<file path="src/adcc_pkg.sv">
// package of constants and types for the converter control block
package adcc_pkg;
  localparam int ADCC_RES_W = 12;
  localparam int ADCC_NCH = 8;
  localparam int ADCC_AW = 2;
  localparam logic [1:0] ADCC_OFF_RESULT_LOW = 2'h0;
  localparam logic [1:0] ADCC_OFF_RESULT_HIGH = 2'h1;
  localparam logic [1:0] ADCC_OFF_CONTROL = 2'h2;
  localparam logic [1:0] ADCC_OFF_PIN_SELECT = 2'h3;
  localparam int ADCC_START_BIT = 7;
  localparam int ADCC_BUSY_BIT = 6;
  localparam int ADCC_CHSEL_LSB = 0;
  localparam int ADCC_LOW_RES_LSB = 4;
  localparam logic ADCC_START_RST = 1'b0;
  localparam logic ADCC_BUSY_RST = 1'b1;
  localparam logic [2:0] ADCC_CHSEL_RST = 3'h0;
  localparam logic [7:0] ADCC_PINSEL_RST = 8'h00;
  localparam logic [11:0] ADCC_RESULT_RST = 12'h000;
  localparam int ADCC_CLK_NS = 100;
  localparam int ADCC_BIT_NS = 500;
  localparam int ADCC_BIT_CYC_I = (ADCC_BIT_NS + ADCC_CLK_NS - 1) / ADCC_CLK_NS;
  localparam logic [3:0] ADCC_BIT_CYC = 4'(ADCC_BIT_CYC_I);
  typedef enum logic [2:0] {
    ADCC_IDLE = 3'b001,
    ADCC_HOLD = 3'b010,
    ADCC_CONV = 3'b100
  } adcc_state_e;
endpackage

</file>
<file path="src/adcc_sar.sv">
// successive approximation sequencer driving an external comparator
`timescale 1ns/100ps
module adcc_sar (
  input wire logic mclk,
  input wire logic rst,
  input wire logic clear,
  input wire logic go,
  input wire logic cmp_high,
  output logic [adcc_pkg::ADCC_RES_W-1:0] dac_code,
  output logic done,
  output logic [adcc_pkg::ADCC_RES_W-1:0] result
);
  import adcc_pkg::*;
  typedef struct packed {
    logic run;
    logic [3:0] bitn;
    logic [3:0] tick;
    logic [ADCC_RES_W-1:0] trial;
    logic [ADCC_RES_W-1:0] res;
    logic done;
  } adcc_sar_s;
  adcc_sar_s st;
  adcc_sar_s next_st;

  always_comb begin
    next_st = st;
    next_st.done = 1'b0;
    if (clear) begin
      next_st.run = 1'b0;
      next_st.trial = '0;
    end else if (go && !st.run && !st.done) begin
      // no relaunch in the cycle the finished word is handed over
      next_st.run = 1'b1;
      next_st.bitn = 4'(ADCC_RES_W - 1);
      next_st.tick = ADCC_BIT_CYC;
      next_st.trial = 12'h800;
    end else if (st.run) begin
      // settle time per trial bit before the comparator is trusted
      if (st.tick != 4'h1) begin
        next_st.tick = st.tick - 4'h1;
      end else begin
        next_st.tick = ADCC_BIT_CYC;
        if (!cmp_high) begin
          next_st.trial[st.bitn] = 1'b0;
        end
        if (st.bitn == 4'h0) begin
          next_st.run = 1'b0;
          next_st.done = 1'b1;
          next_st.res = cmp_high ? st.trial : (st.trial & ~12'h001);
        end else begin
          next_st.bitn = st.bitn - 4'h1;
          next_st.trial[st.bitn - 4'h1] = 1'b1;
        end
      end
    end
  end

  always_ff @(posedge mclk or posedge rst) begin
    if (rst) begin
      st <= '0;
    end else begin
      st <= next_st;
    end
  end

  assign dac_code = st.trial;
  assign done = st.done;
  assign result = st.res;
endmodule

</file>
<file path="src/adcc_pin.sv">
// one shared port pin: analog mode gates pull-high and direction
`timescale 1ns/100ps
module adcc_pin (
  input wire logic analog_en,
  input wire logic port_dir_in,
  input wire logic port_pull_en,
  output logic pin_oe,
  output logic pin_pull_en
);
  // analog pin never driven, pull disconnected
  assign pin_oe = !analog_en && !port_dir_in;
  assign pin_pull_en = !analog_en && port_pull_en;
endmodule

</file>
<file path="src/adcc_top.sv">
// register file and conversion control of the converter block
//
// Implementation choices: the plain strobed port and the placing of the registers.
`timescale 1ns/100ps
// Functional notes
// - one 12-bit converter fed by an eight-input multiplexer
// - high result byte holds result bits 11 to 4
// - low result byte holds bits 3 to 0 in top nibble, low nibble zero
// - result bytes read-only, hold last completed conversion
// - three-bit channel select routes input n to converter
// - start bit raised then lowered begins a conversion
// - while start bit high, converter held reset and busy forced one
// - busy flag read-only, one during conversion, zero after
// - control bits 5 to 3 unimplemented, read zero
// - pin select bit n makes port pin n analog input
// - busy flag cleared by hardware when conversion completes
// - end of conversion raises the converter interrupt request pulse
// - analog pin loses pull-high and direction control
module adcc_top (
  input wire logic mclk,
  input wire logic rst,
  input wire logic [adcc_pkg::ADCC_AW-1:0] addr,
  input wire logic [7:0] wdata,
  input wire logic wr,
  input wire logic rd,
  output logic [7:0] rdata,
  input wire logic cmp_high,
  output logic [adcc_pkg::ADCC_RES_W-1:0] dac_code,
  output logic [2:0] channel_select,
  output logic [adcc_pkg::ADCC_NCH-1:0] pin_analog_enables,
  output logic conv_reset,
  output logic conv_irq,
  input wire logic [adcc_pkg::ADCC_NCH-1:0] port_dir_in,
  input wire logic [adcc_pkg::ADCC_NCH-1:0] port_pull_en,
  output logic [adcc_pkg::ADCC_NCH-1:0] port_a_pins_oe,
  output logic [adcc_pkg::ADCC_NCH-1:0] port_a_pins_pull
);
  import adcc_pkg::*;
  typedef struct packed {
    adcc_state_e state;
    logic start;
    logic busy;
    logic [2:0] chsel;
    logic [7:0] pinsel;
    logic [ADCC_RES_W-1:0] result;
    logic [7:0] rdata;
    logic irq;
  } adcc_top_s;
  adcc_top_s st;
  adcc_top_s next_st;
  logic sar_done;
  logic [ADCC_RES_W-1:0] sar_result;
  logic sar_go;
  logic sar_clear;
  logic [7:0] ctrl_view;
  logic [7:0] high_view;
  logic [7:0] low_view;

  // bits 5..3 are tied zero on read
  assign ctrl_view = {st.start, st.busy, 3'h0, st.chsel};
  assign high_view = st.result[ADCC_RES_W-1:ADCC_LOW_RES_LSB];
  assign low_view = {st.result[ADCC_LOW_RES_LSB-1:0], 4'h0};

  always_comb begin
    next_st = st;
    next_st.irq = 1'b0;
    if (wr) begin
      case (addr)
        ADCC_OFF_CONTROL: begin
          next_st.start = wdata[ADCC_START_BIT];
          next_st.chsel = wdata[ADCC_CHSEL_LSB +: 3];
        end
        ADCC_OFF_PIN_SELECT: begin
          next_st.pinsel = wdata;
        end
        default: begin
          // result bytes ignore writes
        end
      endcase
    end
    case (st.state)
      ADCC_IDLE: begin
        if (next_st.start) begin
          next_st.state = ADCC_HOLD;
          next_st.busy = 1'b1;
        end
      end
      ADCC_HOLD: begin
        next_st.busy = 1'b1;
        if (!next_st.start) begin
          next_st.state = ADCC_CONV;
        end
      end
      ADCC_CONV: begin
        if (next_st.start) begin
          // raising start again aborts and restarts the cycle
          next_st.state = ADCC_HOLD;
        end else if (sar_done) begin
          next_st.state = ADCC_IDLE;
          next_st.busy = 1'b0;
          next_st.result = sar_result;
          next_st.irq = 1'b1;
        end
      end
      default: begin
        next_st.state = ADCC_IDLE;
      end
    endcase
    next_st.rdata = 8'h00;
    if (rd) begin
      case (addr)
        ADCC_OFF_RESULT_LOW: next_st.rdata = low_view;
        ADCC_OFF_RESULT_HIGH: next_st.rdata = high_view;
        ADCC_OFF_CONTROL: next_st.rdata = ctrl_view;
        ADCC_OFF_PIN_SELECT: next_st.rdata = st.pinsel;
        default: next_st.rdata = 8'h00;
      endcase
    end
  end

  always_ff @(posedge mclk or posedge rst) begin
    if (rst) begin
      st.state <= ADCC_IDLE;
      st.start <= ADCC_START_RST;
      st.busy <= ADCC_BUSY_RST;
      st.chsel <= ADCC_CHSEL_RST;
      st.pinsel <= ADCC_PINSEL_RST;
      st.result <= ADCC_RESULT_RST;
      st.rdata <= 8'h00;
      st.irq <= 1'b0;
    end else begin
      st <= next_st;
    end
  end

  // converter held in reset except during an active cycle
  assign sar_clear = st.state != ADCC_CONV;
  assign sar_go = st.state == ADCC_CONV;

  adcc_sar u_sar (
    .mclk(mclk),
    .rst(rst),
    .clear(sar_clear),
    .go(sar_go),
    .cmp_high(cmp_high),
    .dac_code(dac_code),
    .done(sar_done),
    .result(sar_result)
  );

  genvar gi;
  generate
    for (gi = 0; gi < ADCC_NCH; gi++) begin : g_pin
      adcc_pin u_pin (
        .analog_en(st.pinsel[gi]),
        .port_dir_in(port_dir_in[gi]),
        .port_pull_en(port_pull_en[gi]),
        .pin_oe(port_a_pins_oe[gi]),
        .pin_pull_en(port_a_pins_pull[gi])
      );
    end
  endgenerate

  assign rdata = st.rdata;
  assign channel_select = st.chsel;
  assign pin_analog_enables = st.pinsel;
  assign conv_reset = sar_clear;
  assign conv_irq = st.irq;
endmodule

</file>
<file path="config.mk">
export PLATFORM = sky130hd
export DESIGN_NAME = adcc_top
export DESIGN_NICKNAME = d
export VERILOG_FILES = /design/src/adcc_pkg.sv /design/src/adcc_sar.sv /design/src/adcc_pin.sv /design/src/adcc_top.sv
export SDC_FILE = /design/constraint.sdc
export NUM_CORES = 1
export LEC_CHECK = 0
export BUFFER_PORTS_ARGS = -buffer_cell sky130_fd_sc_hd__buf_2
export CAP_MARGIN = 5
export CORE_MARGIN = 5
export CORE_UTILIZATION = 30
export DETAILED_ROUTE_END_ITERATION = 8
export SLEW_MARGIN = 10
export SYNTH_ARGS = -nofsm -noshare
export SYNTH_HDL_FRONTEND = slang
export SYNTH_SLANG_ARGS = --single-unit
export TNS_END_PERCENT = 100
</file>
<file path="constraint.sdc">
create_clock -name mclk -period 2.11 [get_ports mclk]
set_input_delay 0.211 -clock mclk [delete_from_list [all_inputs] [get_ports mclk]]
set_output_delay 0.211 -clock mclk [all_outputs]
set_load 0.02 [all_outputs]
</file>
## Yosys cells after proc, flatten, opt, wreduce, memory -nomap -nowiden

Index checks and enable logic that the tools add are counted.

| storage, ports and cells | value |
|---|---|
| logic and storage cells | 134 |
| register bits | 71 |

| cells by class | value |
|---|---|
| reductions and logical operators | 52 |
| add/subtract/negate cells | 2 |
| eq/ne operators | 16 |
| bitwise gates (word level) | 7 |
| mux-type cells | 39 |
| $lt $le $gt $ge | 4 |

Operator list:

| kind | number |
|---|---|
| 12-bit 2-to-1 mux | 7 |
| 34-bit 2-to-1 mux | 1 |
| 8-bit one-hot mux with 4 select lines | 1 |
| 25-bit 2-to-1 mux | 1 |
| 21-bit 2-to-1 mux | 1 |
| 1-bit logical AND | 20 |
| 1-bit zero test | 18 |
| 1-bit 2-to-1 mux | 15 |
| 13-bit 2-to-1 mux | 1 |
| 12-bit AND | 1 |
| 3-bit 2-to-1 mux | 4 |
| 12-bit inverter | 1 |
| 12-bit bitwise OR | 1 |
| 4-bit by 5-bit < comparator with 1-bit output, second input constant | 2 |
| 3-bit one-hot mux with 3 select lines | 1 |
| 1-bit demux with 4-bit select | 2 |
| 4-bit by 1-bit >= comparator with 1-bit output, second input constant | 2 |
| 4-bit 2-to-1 mux | 2 |
| 8-bit 2-to-1 mux | 1 |
| 2-bit != test, second input constant | 4 |
| 2-bit AND reduction | 4 |
| 4-bit AND reduction | 2 |
| 4-bit by 1-bit subtractor with 4-bit output, second input constant | 2 |
| 3-bit != test, second input constant | 2 |
| other kinds (17) | 24 |

## Depth between registers and ports, before layout

| logic depth | value |
|---|---|
| depth in word-level cells | 17 |
| depth in mapped cells | 8 |
| mapped depth without buffers | 6 |

## Cells and area by module

Synthesis repeated with hierarchy kept, for this count alone.

| second synthesis, totals | value |
|---|---|
| cell total of the unflattened synthesis | 345 |
| area, all modules | 3812.4 µm² |

By module, submodules not included:

| module | cells each | area an instance (µm²) | instances |
|---|---|---|---|
| adcc_sar | 197 | 1970.6 | 1 |
| adcc_top | 132 | 1761.7 | 1 |
| adcc_pin | 2 | 10.0 | 8 |

## Least setup slack after synthesis

No wires, ideal clock.

| timing path | value |
|---|---|
| path type | register -> register |
| start point | register u_sar.st[29] (netlist bit) |
| end point | register u_sar.st, in the netlist u_sar.result[1] |
| cell stages (with the launch flop) | 7 |
| clock period less this slack | 1.875 ns |
| buffers on the path | 1 |
| arrival | 1.750 ns |
| setup time | 0.125 ns |
| setup slack | 0.235 ns |
| required time | 1.985 ns |
| cells stage by stage | dfrtp_1 > inv_1 > ha_1 > nor3b_2 > nand3_1 > buf_2 > mux2_2 |

| on the way | value |
|---|---|
| word-level cells in the longest chain between the ends | 2 |

RTL lines:

| element | line | RTL |
|---|---|---|
| start, declared | adcc_sar.sv:22 | `adcc_sar_s st;` |
| start signal, assigned | adcc_sar.sv:62 | `st <= next_st;` |
| 4-bit zero test | adcc_sar.sv:46 | `if (st.bitn == 4'h0) begin` |
| 5-bit AND reduction (no line) | -- |  |

Every way passes these cells.
A chain may end at the register's enable or synchronous reset.

## Worst setup path in the final report

| timing path | value |
|---|---|
| start point | register u_sar.st[29] (netlist bit) |
| end point | register u_sar.st, in the netlist u_sar.dac_code[6] |

| on the way | value |
|---|---|
| word-level cells in the longest chain between the ends | 17 |

RTL lines:

| element | line | RTL |
|---|---|---|
| 4-bit by 5-bit < comparator with 1-bit output (implied by the code) or 4-bit by 1-bit >= comparator with 1-bit output (tied branches) | adcc_sar.sv:44 | `next_st.trial[st.bitn] = 1'b0;` |
| 1-bit logical AND (implied by the code) | adcc_sar.sv:44 |  |
| 1-bit 2-to-1 mux (implied by the code) | adcc_sar.sv:44 |  |
| 1-bit demux with 4-bit select | -- |  |
| 12-bit inverter (no line) | -- |  |
| 12-bit AND (no line) | -- |  |
| 12-bit 2-to-1 mux | adcc_sar.sv:43 | `if (!cmp_high) begin` |
| 12-bit 2-to-1 mux | adcc_sar.sv:39 | `if (st.tick != 4'h1) begin` |
| 12-bit 2-to-1 mux | adcc_sar.sv:37 | `end else if (st.run) begin` |
| 12-bit 2-to-1 mux | adcc_sar.sv:31 | `end else if (go && !st.run && !st.done) begin` |
| 12-bit 2-to-1 mux | adcc_sar.sv:28 | `if (clear) begin` |
| 12-bit bitwise OR (no line) | -- |  |
| 12-bit 2-to-1 mux (*) | adcc_sar.sv:46 |  |
| 25-bit 2-to-1 mux (*) | adcc_sar.sv:39 |  |
| 34-bit 2-to-1 mux (*) | adcc_sar.sv:37 |  |
| 21-bit 2-to-1 mux (*) | adcc_sar.sv:31 |  |
| 12-bit 2-to-1 mux (*) | adcc_sar.sv:28 |  |

Mark *: on every way between the ends. The rest lies on a longest branch, timed or not. The select of a mux whose other input is x is not followed.

==> results by group <==
Worst setup path
  – CP Max Fanout: 8
  – Setup crit end kind: flip-flop
  – Number of cell instances on the worst register-to-register path: 7
  – Worst reg2reg endpoint: u_sar.dac_code[6]
  – Critical Path AT: 2100 ps
  – Internal reg-to-reg setup slack: 270 ps
  – RR Startpoint: u_sar.st[29]
  – Element type at the critical path start: flip-flop
  – Type of the worst setup path: flip-flop to flip-flop
  – Required time at the endpoint of the critical path: 2370 ps

Logic synthesis
  – Number of synthesis warnings: 0
  – Gate count of the mapped netlist: 342
  – Net count after synthesis: 381
  – Post-Synthesis Cell Area: 3800 µm²
  – Share of synthesized registers carrying an async set or reset: 100%
  – Cell type with the largest total area after synthesis: dfrtp_1
  – Number of synthesized flops with an enable pin: 0
  – Share of the synthesized area in the top cell type: 45.4%
  – Number of storage elements in the synthesis netlist: 71
  – Average instance area after synthesis: 11.1 µm²
  – Synth top cells by count: 69 x dfrtp_1, 48 x buf_4, 31 x mux2_2
  – Distinct cell type count of the synthesized netlist: 50
  – Dominant synthesized flop cell: dfrtp_1
  – Dominant cell by count in the synthesized netlist: dfrtp_1
  – Biggest area contributors in the synthesized netlist: dfrtp_1 45%, buf_4 9.5%, mux2_2 9.2%
  – Sequential cell area fraction in the yosys report: 46.8%

Job
  – Max cap viols: 0

STA
  – Max-slew violation count: 0
  – Setup TNS Final: 0 ps
  – Headroom to the max-slew limit: 54.3%
  – Highest achievable clock rate: 0.543 GHz
  – Clock Skew: 7.07 ps
  – Final count of hold timing violations: 0
  – Share of the clock period used by the worst path: 87.2%
  – Slew at the pin closest to its max-slew limit: 678 ps
  – Post-layout minimum cycle time: 1840 ps
  – Unrepaired setup endpoints after global routing: no
  – Final setup violation count: 0

Clocking
  – Clock latency at the later pin of the worst-skew pair: 330 ps
  – Clk buf depth: 2
  – Number of H-tree levels: 3
  – Number of sinks on the clock net: 71
  – Clock root cell: clkbuf_16
  – Post-CTS Setup Inserts: 0
  – Cts hold-fix bufs: 1
  – Clock buffer count from CTS: 9
  – Post-CTS clock slew at the launch and capture registers of the worst setup and hold paths: 60 ps
  – Number of resized instances in the post-cts repair step: 0
  – CTS tree: yes

Drt
  – Total number of vias: 2585
  – Post-detailed-route DRC marker count: 0
  – Total detailed-routing wirelength: 8170 µm
  – First drt pass iteration count: 4
  – Wire length per cell after detailed routing: 14.5 µm
  – Number of nets with antenna violations after detailed routing: 0
  – Initial detailed-routing violation count: 234
  – Vias per Instance: 4.59

Die
  – Die area: 15000 µm²
  – Top-level port count: 80
  – Vertical die dimension: 123 µm
  – Initial core utilization: 30.4%
  – Standard-cell rows: 41
  – Die Span X: 123 µm
  – Core Footprint: 12500 µm²

Pwr
  – Power per Cell Area: 986 nW/µm²
  – Lkg Pwr: 2.13 nW
  – Peak supply drop: 421 µV

GRT
  – Total gr overflow: 0
  – First-pass GRT wire length: 13100 µm
  – Vias in the first global route: 2459
  – Number of antenna violations at the first check in global routing: 0
  – Maximum number of pins on one net before global-route repair: 54
  – Tot GR Track Use: 11.1%

Final layout
  – Number of antenna cells inserted: 0
  – Final net count: 425
  – Layout area overhead: 17.3%
  – Fraction of final layout cells with drive strength greater than 1: 41.7%
  – Post-layout instance area: 4460 µm²

Worst hold path
  – Worst Hold End: pin_analog_enables[3]
  – Hold path startpoint: wdata[3]
  – Hold depth: 2
  – Worst Hold Class: input pin to flip-flop

Placed design
  – Final RePlAce weighted congestion: 0.872
  – Area post-placement: 4110 µm²
  – Total half-perimeter wirelength after legalization and detailed placement: 6280 µm
  – Number of buffer cells added on primary ports: 79

Run status
  – Status: complete, no violations
flip-flops by register name, summed over array words and instances (netlist names):
name / cells
channel_select: 3
conv_irq: 1
ctrl_view: 2
high_view: 8
low_view: 4
pin_analog_enables: 8
rdata: 8
st: 3
u_sar.dac_code: 12
u_sar.done: 1
u_sar.result: 12
u_sar.st: 9
power by group:
group	total, W	switching [W]	internal (W)
combinational	0.00101	0.000579	0.000428
clock	0.00172	0.000561	0.00116
sequential	0.00167	0.000182	0.00149
total	0.00440	0.00132	0.00308
worst max-delay path by stage:
stage / startpoint / to / slack [ps]
detailed placement: u_sar.st[29] / u_sar.dac_code[6] / 280
global placement: addr[0] / high_view[7] / 310
floorplan: rst / channel_select[0] / 110
finish: u_sar.st[29] / u_sar.dac_code[6] / 270
global route: u_sar.st[29] / u_sar.dac_code[5] / 140
CTS: u_sar.st[29] / u_sar.dac_code[6] / 260
placed cells by master (no fill, tap or decap), drive strengths merged, types with 6 or more instances in the layout:
cell	netlist	routed
nor2	18	18
a21oi	8	8
ha	8	8
mux2	39	39
nand3	7	7
nor3	6	6
inv	12	12
nand2	20	20
buf	54	89
clkbuf	3	9
o21ai	22	22
dfrtp	69	69
a22oi	8	8
nor2b	20	20
critical path, stage by stage, from the launching register on:
cell,delay [ps]
dfrtp_1,450
inv_1,130
ha_1,220
nor3b_2,160
buf_4,170
nor3_4,290
and2_1,210
a32o_1,140
through the flow:
stage | total power, W | instances | hold slack, ps | worst slack, ps | utilization, %
floorplan | 0.00247 | 342 | 333 | 106 | -
global placement | 0.00266 | 546 | 230 | 312 | 32.8
detailed placement | 0.00269 | 546 | 232 | 277 | 32.8
CTS | 0.00444 | 563 | 109 | 265 | 35.6
global route | 0.00464 | 563 | 104 | 141 | 35.6
finish | 0.00440 | 563 | 114 | 270 | 35.6
cell families (layout without fill, tap and decap cells):
logic type	count (synthesis)	in the layout	synth area share (%)
flops	71	71	46.8
simple gates	89	89	13.7
compound gates	61	61	10.5
buf+inv	69	118	11.9
fa+ha+maj	8	8	2.63
mux	44	44	14.4
final cells by class:
class	instances	area, µm²
inverter	12	45.0
clock inverter	7	121
timing repair buffer	90	505
sequential	71	1780
fill	1261	8060
tap	172	215
clock buffer	9	225
multi-input combinational	202	1570
per-layer routing:
metal  vias to the layer above  routed length (µm)  track usage, %
met3                         6                 566            2.90
met2                        84                4020            18.6
met1                      1257                3510            14.0
li1                       1238                   -               -
met5                         -                   0               0
met4                         0                  76            3.57
(Power assumes the default switching activity.)
